[config.mk]
export PLATFORM = sky130hd
export DESIGN_NAME = stepper_mode_ctrl
export DESIGN_NICKNAME = d
export VERILOG_FILES = /design/src/design/switch_debounce.v /design/src/design/stepper_mode_ctrl.v
export VERILOG_INCLUDE_DIRS = /design/src /design/src/design
export SDC_FILE = /design/constraint.sdc
export NUM_CORES = 1
export LEC_CHECK = 0
export BUFFER_PORTS_ARGS = -buffer_cell sky130_fd_sc_hd__buf_4
export CORE_ASPECT_RATIO = 1.25
export CORE_MARGIN = 10
export CORE_UTILIZATION = 60
export CTS_CLUSTER_DIAMETER = 50
export DETAILED_ROUTE_END_ITERATION = 8
export GPL_ROUTABILITY_DRIVEN = 1
export PLACE_DENSITY = 0.82
export SYNTH_ARGS = -nofsm -noshare
export SYNTH_HDL_FRONTEND = slang
export SYNTH_SLANG_ARGS = --single-unit
[constraint.sdc]
create_clock -name aclk -period 13.95 [get_ports aclk]
set_input_delay 0 -clock aclk [delete_from_list [all_inputs] [get_ports aclk]]
set_output_delay 0 -clock aclk [all_outputs]
set_load 0.02 [all_outputs]
[src/design/stepper_consts.vh]
// constants for the stepper switch-configuration and mode-control block
// assumes a 250 MHz aclk; included by bare name from design/
`ifndef STEPPER_CONSTS_VH
`define STEPPER_CONSTS_VH

// clock and times
`define CLK_MHZ             250
`define IDLE_TIME_MS        400
`define IDLE_CYCLES         (`IDLE_TIME_MS * `CLK_MHZ * 1000)
`define SELFTEST_WINDOW_MS  1000
`define SELFTEST_CYCLES     (`SELFTEST_WINDOW_MS * `CLK_MHZ * 1000)
`define DEBOUNCE_TIME_US    1000
`define DEBOUNCE_CYCLES     (`DEBOUNCE_TIME_US * `CLK_MHZ)

// register byte offsets
`define ADDR_SOFT_CURRENT   8'h00
`define ADDR_SOFT_MICROSTEP 8'h04
`define ADDR_STATUS         8'h08
`define ADDR_CURRENT_CMD    8'h0c
`define ADDR_IRQ_STATUS     8'h10
`define ADDR_IRQ_ENABLE     8'h14
`define ADDR_IRQ_CLEAR      8'h18

// reset values
`define SOFT_CURRENT_RST    7'h14
`define SOFT_MICROSTEP_RST  16'h0190
`define IRQ_ENABLE_RST      4'h0

// interrupt bit positions
`define IRQ_FAULT           0
`define IRQ_SELFTEST        1
`define IRQ_IDLE            2
`define IRQ_MODE            3

// mode codes, {mode_select_bit1, mode_select_bit0}, 1 = switch on
`define MODE_PULSE_DIR      2'b00
`define MODE_EXT_KNOB       2'b01
`define MODE_LOW_HIGH       2'b10
`define MODE_ANALOG         2'b11

// fixed peak currents in tenths of an ampere
`define CUR_26              7'h1a
`define CUR_34              7'h22
`define CUR_40              7'h28
`define CUR_48              7'h30
`define CUR_54              7'h36
`define CUR_61              7'h3d
`define CUR_70              7'h46

// fixed microstep resolutions in steps per revolution
`define USTEP_400           16'h0190
`define USTEP_1600          16'h0640
`define USTEP_12800         16'h3200

// standstill current fraction, percent
`define IDLE_PCT            10'h03c
`define PCT_DIV             10'h064

// axi answers
`define RESP_OKAY           2'b00
`define RESP_SLVERR         2'b10

`endif

[src/design/switch_debounce.v]
// two-flop synchroniser and debouncer for a group of switch pins
// assumes raw inputs asynchronous to aclk; output changes only after a steady spell
`timescale 1ns/1ns
`default_nettype none
module switch_debounce #(
	parameter WIDTH  = 8,
	parameter CYCLES = 250000
) (
	input  wire             aclk,
	input  wire             aresetn,
	input  wire [WIDTH-1:0] raw,
	output reg  [WIDTH-1:0] stable
);
	reg [WIDTH-1:0] meta_reg;
	reg [WIDTH-1:0] sync_reg;
	reg [WIDTH-1:0] last_reg;
	reg [31:0]      count_reg;

	// synchronise, then take the value once it held still for CYCLES cycles
	always @(posedge aclk) begin
		if (!aresetn) begin
			meta_reg  <= {WIDTH{1'b0}};
			sync_reg  <= {WIDTH{1'b0}};
			last_reg  <= {WIDTH{1'b0}};
			count_reg <= 32'h0;
			stable    <= {WIDTH{1'b0}};
		end else begin
			meta_reg <= raw;
			sync_reg <= meta_reg;
			last_reg <= sync_reg;
			if (sync_reg != last_reg) begin
				count_reg <= 32'h0; // bounce restarts the spell
			end else if (count_reg < CYCLES) begin
				count_reg <= count_reg + 32'h1;
			end else begin
				stable <= sync_reg;
			end
		end
	end
endmodule
`default_nettype wire

[src/design/stepper_mode_ctrl.v]
// switch decode, operating-mode control, idle current, self-test and fault latch
// assumes knob and analog values come digitised from logic on aclk; pins are asynchronous
//
// The AXI4-Lite interface to the registers and the placing of the registers are this design's own decisions.
`timescale 1ns/1ns
`default_nettype none
`include "stepper_consts.vh"

module stepper_mode_ctrl #(
	parameter IDLE_CYCLES     = `IDLE_CYCLES,
	parameter SELFTEST_CYCLES = `SELFTEST_CYCLES,
	parameter DEBOUNCE_CYCLES = `DEBOUNCE_CYCLES
) (
	input  wire        aclk,
	input  wire        aresetn,
	input  wire [7:0]  switch_raw,
	input  wire        step_pulse_in,
	input  wire        dir_in,
	input  wire        speed_select_in,
	input  wire        fault_in,
	input  wire [7:0]  accel_ramp_knob,
	input  wire [7:0]  decel_lowspeed_knob,
	input  wire [7:0]  top_speed_knob,
	input  wire [7:0]  analog_speed_in,
	input  wire [7:0]  external_knob_in,
	input  wire [7:0]  s_axi_awaddr,
	input  wire        s_axi_awvalid,
	output wire        s_axi_awready,
	input  wire [31:0] s_axi_wdata,
	input  wire [3:0]  s_axi_wstrb,
	input  wire        s_axi_wvalid,
	output wire        s_axi_wready,
	output reg  [1:0]  s_axi_bresp,
	output reg         s_axi_bvalid,
	input  wire        s_axi_bready,
	input  wire [7:0]  s_axi_araddr,
	input  wire        s_axi_arvalid,
	output wire        s_axi_arready,
	output reg  [31:0] s_axi_rdata,
	output reg  [1:0]  s_axi_rresp,
	output reg         s_axi_rvalid,
	input  wire        s_axi_rready,
	output reg  [6:0]  current_cmd,
	output reg  [15:0] steps_per_rev,
	output reg  [1:0]  op_mode,
	output reg  [7:0]  target_speed,
	output reg         target_dir,
	output reg  [7:0]  accel_rate,
	output reg  [7:0]  decel_rate,
	output reg         microstep_pulse,
	output reg         motor_energize,
	output reg         selftest_start,
	output reg         red_led,
	output reg         green_led,
	output wire        irq
);
	// scale a speed by the maximum-speed knob
	function [7:0] scale_speed;
		input [7:0] value;
		input [7:0] limit;
		reg   [15:0] prod;
		begin
			prod        = value * limit;
			scale_speed = prod[15:8];
		end
	endfunction

	wire [7:0] sw;
	wire [2:0] current_select = sw[2:0];
	wire       idle_reduce_selftest_switch = sw[3];
	wire [1:0] microstep_select = sw[5:4];
	wire [1:0] mode_select = sw[7:6];

	reg  [6:0]  soft_current_reg;
	reg  [15:0] soft_microstep_reg;
	reg  [3:0]  irq_status_reg;
	reg  [3:0]  irq_enable_reg;
	reg  [2:0]  pin_meta_reg;
	reg  [2:0]  pin_sync_reg;
	reg         fault_meta_reg;
	reg         fault_sync_reg;
	reg         step_last_reg;
	reg         fault_reg;
	reg         reduced_reg;
	reg  [31:0] idle_count_reg;
	reg         toggle_last_reg;
	reg         toggle_pend_reg;
	reg  [31:0] window_count_reg;
	reg  [1:0]  mode_last_reg;

	// switch pins pass two flops and a debounce before decode
	switch_debounce #(
		.WIDTH  (8),
		.CYCLES (DEBOUNCE_CYCLES)
	) u_switch_debounce (
		.aclk    (aclk),
		.aresetn (aresetn),
		.raw     (switch_raw),
		.stable  (sw)
	);

	// command pins: step, direction, speed select, fault
	always @(posedge aclk) begin
		if (!aresetn) begin
			pin_meta_reg   <= 3'h0;
			pin_sync_reg   <= 3'h0;
			fault_meta_reg <= 1'b0;
			fault_sync_reg <= 1'b0;
			step_last_reg  <= 1'b0;
		end else begin
			pin_meta_reg   <= {speed_select_in, dir_in, step_pulse_in};
			pin_sync_reg   <= pin_meta_reg;
			fault_meta_reg <= fault_in;
			fault_sync_reg <= fault_meta_reg;
			step_last_reg  <= pin_sync_reg[0];
		end
	end

	wire step_edge = pin_sync_reg[0] & ~step_last_reg;
	wire dir_sync  = pin_sync_reg[1];
	wire speed_sel = pin_sync_reg[2];

	// run current and microstep decode
	reg [6:0]  run_current;
	reg [15:0] ustep_next;
	always @* begin
		case (current_select)
			3'b000: run_current = soft_current_reg;
			3'b001: run_current = `CUR_26;
			3'b010: run_current = `CUR_34;
			3'b011: run_current = `CUR_40;
			3'b100: run_current = `CUR_48;
			3'b101: run_current = `CUR_54;
			3'b110: run_current = `CUR_61;
			default: run_current = `CUR_70;
		endcase
		case (microstep_select)
			2'b11: ustep_next = soft_microstep_reg;
			2'b10: ustep_next = `USTEP_400;
			2'b01: ustep_next = `USTEP_1600;
			default: ustep_next = `USTEP_12800;
		endcase
	end

	// per-mode speed, direction and knob meaning
	reg [7:0] speed_next;
	reg       dir_next;
	reg [7:0] accel_next;
	reg [7:0] decel_next;
	reg [7:0] ext_mag;
	always @* begin
		ext_mag    = 8'h00;
		speed_next = 8'h00;
		dir_next   = dir_sync;
		accel_next = accel_ramp_knob;
		decel_next = decel_lowspeed_knob;
		case (mode_select)
			`MODE_ANALOG: begin
				speed_next = scale_speed(analog_speed_in, top_speed_knob);
			end
			`MODE_LOW_HIGH: begin
				speed_next = speed_sel ? top_speed_knob : decel_lowspeed_knob;
				decel_next = accel_ramp_knob;
			end
			`MODE_EXT_KNOB: begin
				if (external_knob_in[7]) begin
					ext_mag  = {external_knob_in[6:0], 1'b1};
					dir_next = 1'b1;
				end else begin
					ext_mag  = {~external_knob_in[6:0], 1'b1};
					dir_next = 1'b0;
				end
				speed_next = scale_speed(ext_mag, top_speed_knob);
			end
			default: begin
				accel_next = 8'h00;
				decel_next = 8'h00;
			end
		endcase
	end

	wire pulse_mode = (mode_select == `MODE_PULSE_DIR);
	wire step_cmd   = pulse_mode ? step_edge : (speed_next != 8'h00);
	// 7.0 A times 60 reaches 4200, so the product needs 13 bits
	wire [12:0] idle_prod = {6'h00, run_current} * {3'h0, `IDLE_PCT};
	wire [12:0] idle_cur  = idle_prod / {3'h0, `PCT_DIV};
	wire toggled = (idle_reduce_selftest_switch != toggle_last_reg);
	wire trigger = toggled & toggle_pend_reg;

	// registered motion outputs, idle timer, fault latch, self-test detect
	always @(posedge aclk) begin
		if (!aresetn) begin
			current_cmd      <= 7'h00;
			steps_per_rev    <= `USTEP_12800;
			op_mode          <= `MODE_PULSE_DIR;
			target_speed     <= 8'h00;
			target_dir       <= 1'b0;
			accel_rate       <= 8'h00;
			decel_rate       <= 8'h00;
			microstep_pulse  <= 1'b0;
			motor_energize   <= 1'b0;
			red_led          <= 1'b0;
			green_led        <= 1'b0;
			fault_reg        <= 1'b0;
			reduced_reg      <= 1'b0;
			idle_count_reg   <= 32'h0;
			toggle_last_reg  <= 1'b0;
			toggle_pend_reg  <= 1'b0;
			window_count_reg <= 32'h0;
			selftest_start   <= 1'b0;
			mode_last_reg    <= `MODE_PULSE_DIR;
		end else begin
			green_led       <= 1'b1;
			steps_per_rev   <= ustep_next;
			op_mode         <= mode_select;
			mode_last_reg   <= mode_select;
			target_speed    <= speed_next;
			target_dir      <= dir_next;
			accel_rate      <= accel_next;
			decel_rate      <= decel_next;
			microstep_pulse <= pulse_mode & step_edge & ~fault_reg;
			if (fault_sync_reg) begin
				fault_reg <= 1'b1;
			end
			red_led        <= fault_reg | fault_sync_reg;
			motor_energize <= ~(fault_reg | fault_sync_reg);
			// standstill timer restarts on every step command
			if (step_cmd) begin
				idle_count_reg <= 32'h0;
				reduced_reg    <= 1'b0;
			end else if (idle_count_reg < IDLE_CYCLES) begin
				idle_count_reg <= idle_count_reg + 32'h1;
			end else begin
				reduced_reg <= idle_reduce_selftest_switch;
			end
			if (fault_reg | fault_sync_reg) begin
				current_cmd <= 7'h00;
			end else if (reduced_reg) begin
				current_cmd <= idle_cur[6:0];
			end else begin
				current_cmd <= run_current;
			end
			// two changes of the standstill switch within the window
			toggle_last_reg <= idle_reduce_selftest_switch;
			selftest_start  <= trigger & ~fault_reg;
			if (trigger) begin
				toggle_pend_reg  <= 1'b0;
				window_count_reg <= 32'h0;
			end else if (toggled) begin
				toggle_pend_reg  <= 1'b1;
				window_count_reg <= 32'h0;
			end else if (toggle_pend_reg) begin
				if (window_count_reg >= SELFTEST_CYCLES - 1) begin
					toggle_pend_reg <= 1'b0;
				end else begin
					window_count_reg <= window_count_reg + 32'h1;
				end
			end
		end
	end

	// interrupt events
	wire [3:0] irq_event;
	assign irq_event[`IRQ_FAULT]    = fault_sync_reg & ~fault_reg;
	assign irq_event[`IRQ_SELFTEST] = trigger;
	assign irq_event[`IRQ_IDLE]     = ~step_cmd & ~reduced_reg & idle_reduce_selftest_switch &
	                                  (idle_count_reg >= IDLE_CYCLES);
	assign irq_event[`IRQ_MODE]     = (mode_select != mode_last_reg);
	assign irq = |(irq_status_reg & irq_enable_reg);

	// axi write side: address and data are taken in either order
	reg        aw_full_reg;
	reg        w_full_reg;
	reg [7:0]  aw_addr_reg;
	reg [31:0] w_data_reg;
	reg [3:0]  w_strb_reg;
	assign s_axi_awready = ~aw_full_reg & ~s_axi_bvalid;
	assign s_axi_wready  = ~w_full_reg & ~s_axi_bvalid;
	wire do_write = aw_full_reg & w_full_reg;
	wire [3:0] irq_clear = (do_write && aw_addr_reg == `ADDR_IRQ_CLEAR && w_strb_reg[0]) ?
	                       w_data_reg[3:0] : 4'h0;

	always @(posedge aclk) begin
		if (!aresetn) begin
			aw_full_reg        <= 1'b0;
			w_full_reg         <= 1'b0;
			aw_addr_reg        <= 8'h00;
			w_data_reg         <= 32'h0;
			w_strb_reg         <= 4'h0;
			s_axi_bvalid       <= 1'b0;
			s_axi_bresp        <= `RESP_OKAY;
			soft_current_reg   <= `SOFT_CURRENT_RST;
			soft_microstep_reg <= `SOFT_MICROSTEP_RST;
			irq_enable_reg     <= `IRQ_ENABLE_RST;
			irq_status_reg     <= 4'h0;
		end else begin
			if (s_axi_awvalid && s_axi_awready) begin
				aw_full_reg <= 1'b1;
				aw_addr_reg <= s_axi_awaddr;
			end
			if (s_axi_wvalid && s_axi_wready) begin
				w_full_reg <= 1'b1;
				w_data_reg <= s_axi_wdata;
				w_strb_reg <= s_axi_wstrb;
			end
			if (do_write) begin
				aw_full_reg  <= 1'b0;
				w_full_reg   <= 1'b0;
				s_axi_bvalid <= 1'b1;
				s_axi_bresp  <= `RESP_OKAY;
				if (aw_addr_reg == `ADDR_SOFT_CURRENT) begin
					if (w_strb_reg[0]) soft_current_reg <= w_data_reg[6:0];
				end else if (aw_addr_reg == `ADDR_SOFT_MICROSTEP) begin
					if (w_strb_reg[0]) soft_microstep_reg[7:0] <= w_data_reg[7:0];
					if (w_strb_reg[1]) soft_microstep_reg[15:8] <= w_data_reg[15:8];
				end else if (aw_addr_reg == `ADDR_IRQ_ENABLE) begin
					if (w_strb_reg[0]) irq_enable_reg <= w_data_reg[3:0];
				end else if (aw_addr_reg == `ADDR_STATUS || aw_addr_reg == `ADDR_CURRENT_CMD ||
				             aw_addr_reg == `ADDR_IRQ_STATUS || aw_addr_reg == `ADDR_IRQ_CLEAR) begin
					s_axi_bresp <= `RESP_OKAY; // read-only writes ignored, clear handled below
				end else begin
					s_axi_bresp <= `RESP_SLVERR;
				end
			end else if (s_axi_bvalid && s_axi_bready) begin
				s_axi_bvalid <= 1'b0;
			end
			// a new event wins over a clear in the same cycle
			irq_status_reg <= (irq_status_reg & ~irq_clear) | irq_event;
		end
	end

	// axi read side: one cycle to the answer
	assign s_axi_arready = ~s_axi_rvalid;
	always @(posedge aclk) begin
		if (!aresetn) begin
			s_axi_rvalid <= 1'b0;
			s_axi_rdata  <= 32'h0;
			s_axi_rresp  <= `RESP_OKAY;
		end else if (s_axi_arvalid && s_axi_arready) begin
			s_axi_rvalid <= 1'b1;
			s_axi_rresp  <= `RESP_OKAY;
			if (s_axi_araddr == `ADDR_SOFT_CURRENT) begin
				s_axi_rdata <= {25'h0, soft_current_reg};
			end else if (s_axi_araddr == `ADDR_SOFT_MICROSTEP) begin
				s_axi_rdata <= {16'h0, soft_microstep_reg};
			end else if (s_axi_araddr == `ADDR_STATUS) begin
				s_axi_rdata <= {8'h0, target_speed, 5'h0, target_dir, fault_reg, reduced_reg,
				                mode_select, microstep_select, idle_reduce_selftest_switch, current_select};
			end else if (s_axi_araddr == `ADDR_CURRENT_CMD) begin
				s_axi_rdata <= {9'h0, steps_per_rev, current_cmd};
			end else if (s_axi_araddr == `ADDR_IRQ_STATUS) begin
				s_axi_rdata <= {28'h0, irq_status_reg};
			end else if (s_axi_araddr == `ADDR_IRQ_ENABLE) begin
				s_axi_rdata <= {28'h0, irq_enable_reg};
			end else if (s_axi_araddr == `ADDR_IRQ_CLEAR) begin
				s_axi_rdata <= 32'h0; // write-only
			end else begin
				s_axi_rdata <= 32'h0;
				s_axi_rresp <= `RESP_SLVERR;
			end
		end else if (s_axi_rvalid && s_axi_rready) begin
			s_axi_rvalid <= 1'b0;
		end
	end
endmodule
`default_nettype wire

* After elaboration in Yosys (flattened, before gate mapping)
Index checks and enable logic that the tools add are counted.
Storage, ports and cells: bits in registers 293, latch bits 0, memory bits (writable) 0, ROM bits 0, bits of input ports 111, output and inout port bits 97, word-level logic and storage cells 184, memories kept 0
Cells by class: $add $sub $neg 3, multipliers 3, divide/modulo/power cells 1, magnitude comparators 4, equality and inequality tests 27, shifts and indexed selects 0, muxes and demuxes 37, bitwise operators 33, reductions and logical operators 33
Operators by type and width (count):
- $add A32 B1 Y32 const B | 3
- $mux W24 | 3
- $pmux W7 S7 | 1
- $eq A8 B5 Y1 const B | 6
- $pmux W16 S3 | 1
- $eq A8 B4 Y1 const B | 4
- $ge A32 B27 Y1 const B | 1
- $ge A32 B28 Y1 const B | 1
- $lt A32 B18 Y1 const B | 1
- $lt A32 B27 Y1 const B | 1
- $mul A8 B8 Y16 | 2
- $mux W8 | 3
- $pmux W8 S3 | 1
- $mux W23 | 1
- $mux W2 | 11
- $eq A8 B3 Y1 const B | 2
- $logic_not A8 Y1 | 2
- $pmux W8 S2 | 1
- $not A1 Y1 | 15
- $div A13 B7 Y13 const B | 1
- $and A1 B1 Y1 | 12
- $mux W4 | 3
- $reduce_or A2 Y1 | 6
- $mul A7 B4 Y11 const B | 1
- other kinds (27) | 58

* Logic depth before layout (Yosys ltp)
Gate-level depths: netlist of run 1.
depth in word-level cells 12, mapped depth 35, depth with buffers taken out 30

* By module
A second synthesis of run 1 with hierarchy kept.
Second synthesis, totals: cell total of the unflattened synthesis 1999, area total of the unflattened synthesis 17817.1 um^2
Modules (own cells, without submodules):
- stepper_mode_ctrl | instances 1, cells an instance 1738, area an instance 15273.4 um^2, seq. area each 4384.2 um^2
- switch_debounce | instances 1, cells an instance 261, area an instance 2543.7 um^2, seq. area each 1281.2 um^2

* Worst setup path after synthesis of run 1
No wires, ideal clock.
path kind reg-to-reg, start point register u_switch_debounce.stable[1], end point register current_cmd[0], library setup time 0.066 ns, arrival 7.059 ns, required time 13.884 ns, setup slack 6.824 ns, stages on the path, launching flop included 31, path buffers 3, period minus slack after synthesis 7.126 ns, cells stage by stage dfxtp_1 clkbuf_1 nor2_1 o31ai_1 inv_1 fa_1 fa_1 inv_1 ha_1 nor2_1 o31ai_4 mux2i_1 o211a_1 buf_4 o211ai_1 a21o_1 or3_1 o221a_2 a31oi_4 buf_4 nand2b_1 nand4_1 a2111o_1 and2_1 o211ai_1 mux2i_1 o211ai_2 o21ai_0 xnor2_1 o21ai_1 a21oi_2
Between the ends: word-level cells in the longest chain between the ends 5, elaborated cells between the ends (all ways) 11, classes of those cells mul (1); div (1); eq/ne (6); mux (2); reduce/logical (1)
RTL lines:
- from (decl) | RTL line switch_debounce.v:12 | output reg [WIDTH-1:0] stable
- from (signal assigned) | RTL line switch_debounce.v:26 | stable <= {WIDTH{1'b0}};
- from (signal assigned) | RTL line switch_debounce.v:36 | stable <= sync_reg;
- $eq A3 B3 Y1, or another cell as far along | RTL line stepper_mode_ctrl.v:127 | case (current_select)
- $pmux W7 S7 * | RTL line stepper_mode_ctrl.v:127
- $mul A7 B4 Y11 | RTL line stepper_mode_ctrl.v:185 | wire [12:0] idle_prod = {6'h00, run_current} * {3'h0, `IDLE_PCT};
- $div A13 B7 Y13 | RTL line stepper_mode_ctrl.v:186 | wire [12:0] idle_cur = idle_prod / {3'h0, `PCT_DIV};
- $mux W7 * | RTL line stepper_mode_ctrl.v:238 | end else if (reduced_reg) begin
- to (signal assigned) | RTL line stepper_mode_ctrl.v:239 | current_cmd <= idle_cur[6:0];
- to (signal assigned) | RTL line stepper_mode_ctrl.v:241 | current_cmd <= run_current;
- to (decl) | RTL line stepper_mode_ctrl.v:43 | output reg [6:0] current_cmd,
Mark *: on every way between the ends. The rest lies on a longest branch, timed or not. A chain may end at the register's enable or synchronous reset.

* Worst setup path in the final report of run 1
Same ends and word-level chain as after synthesis.

==> impl_metrics.csv, run 1 <==
group,metric,value,unit
sta,finalCritPeriodShare,0.6180,
clock_network,clkSinkCount,283,
logic_synthesis,synth.distinct_cells,103,
clock_network,cts_resized,0,
worst_setup_path,critPathArrivalTime,9110,ps
placement,portBuffers,179,
die,die-height,211.9,um
logic_synthesis,yosysSeqAreaShare,0.3205,
placement,dpl.hpwl,33690,um
global_routing,grt_first_pass_wirelength,78710,um
sta,tns,0,ps
clock_network,tritoncts,"built",
logic_synthesis,yosys.area.top_type,"dfxtp_1",
worst_setup_path,path_class,"flop to flop",
sta,period_needed,8622,ps
worst_setup_path,cp_max_fo,12,
worst_setup_path,slowest_delay,870,ps
worst_setup_path,cp_slowest_cell,"a32oi_1",
clock_network,cts_buffers,30,
clock_network,clock_tree.root_cell,"clkbuf_16",
placement,place_congestion,0.9140,
route,vias_per_cell,5.802,
global_routing,grtUsageTotal,0.2558,
logic_synthesis,netlist_instances,2000,
worst_setup_path,r2r_slack,5330,ps
sta,fmax,0.1160,GHz
route,drc,0,
logic_synthesis,yosysTopAreaCellShare,0.3205,
die,core,0.02917,mm2
global_routing,grt_pass1_vias,15464,
worst_setup_path,end_kind,"flop",
clock_network,htreeDepth,1,
final_layout,nNetsFinal,2508,
die,start_util,0.6060,
worst_setup_path,cp.depth,26,
worst_setup_path,endpoint,"current_cmd[0]",
sta,whs,37.84,ps
route,drtIter0Drc,1026,
logic_synthesis,synth-edff-count,0,
worst_setup_path,crit_buf_inv,1,
run,drv_cap,0,
logic_synthesis,yosys_warnings,0,
worst_hold_path,hp-class,"primary input to flop",
worst_setup_path,critPathTopFamily,"compound AO/OA/AOI/OAI gates",
sta,rsz0062_at_grt,"no",
sta,finalHoldViolCount,0,
logic_synthesis,netlist_area,0.01767,mm2
sta,worst_pin_slew,1153,ps
worst_setup_path,critPathLaunch,"u_switch_debounce.stable[1]",
sta,setup_viol,0,
clock_network,clk_pin_slew_worst_paths,60,ps
logic_synthesis,ys_ff_latch,283,
pwr,ir_drop,0.08376,mV
pwr,power.leakage,9.205,nW
clock_network,post_cts_buffers,0,
worst_setup_path,rr_worst_depth,26,
die,fp.dieArea,0.03677,mm2
logic_synthesis,syn_area_per_cell,8.837,um2
final_layout,area_growth_syn_to_layout,19.81,%
route,drt_pre_antenna_iters,8,
logic_synthesis,async_flop_share,0,
die,num_rows,70,
clock_network,clk_path_buf_depth,3,
logic_synthesis,ys_top_cells_by_count,"dfxtp_1, nand2_1, inv_1",
run_status,status,"finished clean",
global_routing,antenna_found_initial,1,
die,pin_count,208,
worst_setup_path,r2r-end,"current_cmd[0]",
logic_synthesis,synthFlopType,"dfxtp_1",
sta,skew,14.50,ps
final_layout,drive_above_1_share,0.1380,
global_routing,overflow,0,
die,die_x,173.5,um
global_routing,grt_max_degree,128,
route,final_antenna_net_count,0,
worst_setup_path,cp.required,14440,ps
worst_setup_path,crit_top_cell,"fa_1",
worst_setup_path,reg2reg_from,"u_switch_debounce.stable[1]",
sta,slew_viol_final,0,
clock_network,clkLatencyLatePin,550,ps
pwr,p_per_area,104.9,mW/mm2
worst_setup_path,start_kind,"flop",
route,totalWireLength,48270,um
route,dr_total_vias,15341,
logic_synthesis,yosys.cell_count.top_type,"dfxtp_1",
route,wire_per_inst,18.26,um
logic_synthesis,synthTopCellsByArea,"dfxtp_1, fa_1, ha_1",
sta,relSlewSlack,0.2310,
## metrics by stage
stage                     setup WS [ps]    util  std cells  area (um2)  power [W]
after floorplan                    6824       -       2009       17710   0.001245
after global placement             5612  0.6572       2494       19170   0.001348
after detailed placement           5529  0.6572       2494       19170   0.001371
after CTS                          5423  0.7259       2642       21170   0.002219
after global routing               4825  0.7260       2643       21170   0.002335
final                              5329  0.7261       2644       21180   0.002222
## layout by cell type, fill, tap and decap left out, types with 17 or more instances in the layout
master / synthesis / routed
fa_1: 81 / 81
and2_1: 110 / 110
o211ai_1: 20 / 20
and3_1: 50 / 50
dlygate4sd3_1: 0 / 96
xor2_1: 50 / 50
nand3_1: 59 / 59
dfxtp_1: 283 / 283
nand2b_1: 19 / 19
nor2b_1: 66 / 65
a21boi_0: 45 / 45
mux2i_1: 57 / 57
o21a_1: 17 / 17
a21oi_1: 43 / 43
nor3_1: 24 / 24
o21ai_0: 56 / 56
clkbuf_16: 0 / 31
xnor2_1: 50 / 50
nand2_1: 219 / 219
inv_1: 148 / 148
buf_4: 13 / 185
ha_1: 90 / 90
nor2_1: 144 / 144
## logic make-up (layout without fill, tap and decap cells)
logic type,count (synthesis),count (layout),synth area share
and+or+nand+nor,781,781,0.2249
muxes,72,72,0.04205
other,1,12,0.0002122
adders and majority gates,171,171,0.1555
DFF,283,283,0.3205
AOI/OAI and AO/OA,345,345,0.1472
xor gates and xnor gates,103,103,0.05295
buffers and inverters,244,481,0.05663
## what timing repair did
| action | CTS | global route |
|---|---|---|
| hold endpoints to repair | 100 | 0 |
| hold buffers | 96 | 0 |
| setup endpoints to repair | 0 | 0 |
## worst min path at each step
stage / start / endpoint / cells past startpoint
2_1_floorplan: aresetn / green_led / 0
4_1_cts: s_axi_araddr[5] / s_axi_rdata[2] / 4
5_1_grt: s_axi_araddr[5] / s_axi_rdata[2] / 4
3_3_place_gp: speed_select_in / pin_meta_reg[2] / 2
6_report: s_axi_araddr[5] / s_axi_rdata[2] / 4
3_5_place_dp: step_pulse_in / pin_meta_reg[0] / 2
## metal layers
| layer | share of wire | wire length, um | track usage |
|---|---|---|---|
| met5 | 0 | 0 | 0 |
| met4 | 0.042 | 2050 | 0.1155 |
| met3 | 0.055 | 2674 | 0.03030 |
| met2 | 0.51 | 24400 | 0.4607 |
| met1 | 0.40 | 19140 | 0.2989 |
## power breakdown
group / switching, W / internal, W / total (W)
clock: 0.000328 / 0.000502 / 0.000831
combinational: 0.000302 / 0.000253 / 0.000555
sequential: 0.0000131 / 0.000823 / 0.000836
## worst min-delay path: cells and delay by family
family                 cells  cell delay (ps)
AO/OA/AOI/OAI              2              370
AND/OR/NAND/NOR            1               70
buffers and inverters      1              100
## final cells by class
class / count / area [um2]
inverters: 148 / 555.5
repair buffers: 281 / 2350
diodes: 2 / 5.005
fillers: 2072 / 7989
flip-flops and latches: 283 / 5665
multi-input cells: 1482 / 11060
clock inverters: 13 / 196.4
well taps: 396 / 495.5
clock buffers: 39 / 845.8
(Power assumes the default switching activity.)
==> run 2: changes to the inputs <==
Settings changed: ABC_AREA set to 1.
Clock period 13.95 ns to 8.8 ns, I/O delays scaled along.
==> run 2 against run 1 <==
Hold slack improved by 33 ps. Fmax increased by 18%. Critical path depth increased by 21. Register-to-register slack got worse by 3800 ps. Sequential power increased by 58%. Non-clock buffer count decreased by 5. Largest power group unchanged.
==> impl_metrics.csv, run 2 <==
group,metric,value,unit
clock_network,tritoncts,"built",
worst_setup_path,reg2reg_from,"u_switch_debounce.stable[2]",
pwr,comb_power_share,0.282,
final_layout,nNetsFinal,2936,
worst_setup_path,cp_slowest_cell,"o21ai_0",
worst_setup_path,start_kind,"flop",
logic_synthesis,ys_top_cells_by_count,"nand2_1, inv_1, dfxtp_1",
sta,slew_viol_final,0,
route,drtIter0Drc,1324,
route,totalWireLength,49400,um
worst_setup_path,crit_top_cell,"nand2_4",
logic_synthesis,yosys_warnings,0,
final_layout,final_common_cell,"nand2_1",
worst_setup_path,path_class,"flop to flop",
die,die-height,210.5,um
pwr,power.leakage,10.01,nW
worst_setup_path,slowest_delay,660,ps
global_routing,grt_max_degree,59,
sta,finalCritPeriodShare,0.8302,
pwr,clkPwrFrac,0.347,
final_layout,final_cells,3035,
logic_synthesis,synthTopCellsByArea,"dfxtp_1, nand2_1, inv_1",
clock_network,htreeDepth,1,
worst_hold_path,whs_endpoint,"target_speed[1]",
sta,rsz0062_at_grt,"no",
worst_setup_path,cp.required,9250,ps
placement,placedInstanceArea,0.01895,mm2
route,wire_per_inst,16.28,um
die,pin_count,208,
run,drv_cap,0,
worst_setup_path,end_kind,"flop",
worst_hold_path,hp-class,"primary input to flop",
die,fp.dieArea,0.03628,mm2
die,core,0.02849,mm2
pwr,p_sw,0.001156,W
sta,whs,70.63,ps
logic_synthesis,async_flop_share,0,
worst_setup_path,cp_max_fo,11,
logic_synthesis,synthFlopType,"dfxtp_1",
route,dr_total_vias,16622,
die,num_rows,69,
global_routing,grt_pass1_vias,16409,
logic_synthesis,yosys.cell_count.top_type,"nand2_1",
clock_network,clk_pin_slew_worst_paths,60,ps
sta,worst_pin_slew,1175,ps
logic_synthesis,synth-edff-count,0,
global_routing,overflow,0,
sta,tns,0,ps
worst_setup_path,critPathTopFamily,"simple AND/OR/NAND/NOR gates",
global_routing,grtUsageTotal,0.2649,
clock_network,clkLatencyLatePin,570,ps
logic_synthesis,synth.distinct_cells,53,
sta,relSlewSlack,0.2096,
worst_setup_path,r2r_slack,1490,ps
clock_network,cts_buffers,29,
logic_synthesis,syn_area_per_cell,7.222,um2
sta,setup_viol,0,
logic_synthesis,ys_ff_latch,283,
route,drt_pre_antenna_iters,8,
sta,period_needed,7306,ps
pwr,p_per_area,170.5,mW/mm2
pwr,ir_drop,0.1873,mV
final_layout,fin_area,0.02087,mm2
die,start_util,0.6112,
logic_synthesis,yosysSeqAreaShare,0.3254,
global_routing,grt_first_pass_wirelength,79150,um
logic_synthesis,netlist_area,0.01741,mm2
placement,dpl.hpwl,35750,um
final_layout,final_cell_mix,"nand2_1, inv_1, dfxtp_1",
die,die_x,172.4,um
worst_setup_path,critPathArrivalTime,7750,ps
sta,finalHoldViolCount,0,
run_status,status,"finished clean",
clock_network,clock_tree.root_cell,"clkbuf_16",
sta,fmax,0.1369,GHz
clock_network,clkSinkCount,283,
worst_hold_path,min_delay_path_depth,5,
placement,place_congestion,0.9410,
logic_synthesis,yosysTopAreaCellShare,0.3254,
final_layout,drive_above_1_share,0.1229,
final_layout,area_growth_syn_to_layout,19.84,%
route,vias_per_cell,5.477,
clock_network,clk_path_buf_depth,3,
pwr,sw_frac_of_total,0.3251,
route,drc,0,
worst_setup_path,rr_worst_depth,47,
global_routing,antenna_found_initial,4,
route,final_antenna_net_count,0,
pwr,intPower,0.002401,W
placement,portBuffers,179,
final_layout,fill_cells,2197,
pwr,seqPwrFrac,0.372,
logic_synthesis,netlist_instances,2411,
sta,skew,23.53,ps
placement,dp_cells,2885,
worst_setup_path,crit_buf_inv,5,
worst_setup_path,r2r-end,"current_cmd[0]",
logic_synthesis,yosys.area.top_type,"dfxtp_1",
worst_hold_path,holdCritStartpoint,"top_speed_knob[1]",
-- run 2: changes by cell type after synthesis, moves of 29 or more --
cell,change
nor3_1,+29
nand2_1,+273
a21boi_0,-45
nor2b_1,-66
nand3_1,+42
and2_1,-108
and3_1,-50
inv_1,+303
xor2_1,-30
mux2i_1,-57
xnor2_1,-35
o21ai_0,+61
nor2_1,+94
a21oi_1,+110
-- run 2: repair_timing --
action                                 4_1_cts  5_1_grt
setup buffers                                0        0
endpoints found under the hold margin       88        0
hold buffers                                93        0
gates resized for setup                      0        0
-- run 2: cell families (layout without fill, tap and decap cells) --
group,Yosys count,in the layout,share of synthesized area
fa+ha+maj,171,171,0.1578
buf+inv,537,793,0.1188
flops,283,283,0.3254
simple gates,1031,1031,0.2655
other cells,1,14,0.0002154
compound gates,353,353,0.1147
xor+xnor,35,35,0.01760
-- run 2: metrics by stage --
step           setup WS [ps]  power, W    util
6_report                1494  0.003557  0.7325
5_1_grt                866.0  0.003764  0.7325
4_1_cts                 1549  0.003546  0.7321
3_5_place_dp            1583  0.002295  0.6652
3_3_place_gp            1783  0.002246  0.6652
2_1_floorplan           2679  0.002073       -
-- run 2: worst max path at each step --
stage	from	end	slack, ps	cells past startpoint
2_1_floorplan	u_switch_debounce.stable[2]	current_cmd[0]	2680	48
3_3_place_gp	u_switch_debounce.stable[2]	current_cmd[0]	1780	47
3_5_place_dp	u_switch_debounce.stable[2]	current_cmd[0]	1580	47
4_1_cts	u_switch_debounce.stable[2]	current_cmd[0]	1550	47
5_1_grt	u_switch_debounce.stable[2]	current_cmd[0]	870	47
6_report	u_switch_debounce.stable[2]	current_cmd[0]	1490	47
-- run 2: routing by layer --
layer	up-vias	GRT usage	share of wire
met2	622	0.4836	0.51
met5	-	0	0
met3	147	0.05142	0.076
met4	0	0.1099	0.040
met1	7788	0.2908	0.37
li1	8065	-	-
-- run 2: power by group through the flow --
stage	logic, W	clock network (W)	registers (W)
floorplan	0.000726	0	0.00135
global placement	0.000898	0	0.00135
detailed placement	0.000946	0	0.00135
CTS	0.000986	0.00124	0.00132
global route	0.00114	0.00130	0.00132
finish	0.00100	0.00123	0.00132
-- run 2: area by class of cell --
class | instances | area, um2 | area share
inverter | 464 | 1744 | 0.08358
tap | 355 | 444.2 | 0.02129
sequential | 283 | 5665 | 0.2715
antenna | 4 | 10.01 | 0.0004797
timing repair buffer | 276 | 2305 | 0.1104
multi-input combinational | 1600 | 9723 | 0.4659
clock buffer | 43 | 888.4 | 0.04257
clock inverter | 10 | 87.58 | 0.004197
-- run 2: worst reg2reg max path: cells and delay by family, from the launching register on --
kind                       cells  cell delay, ps
and+or+nand+nor               36            3650
adders and majority gates      3            1440
AOI/OAI and AO/OA              3             990
buffers and inverters          5             640
DFF                            1             440
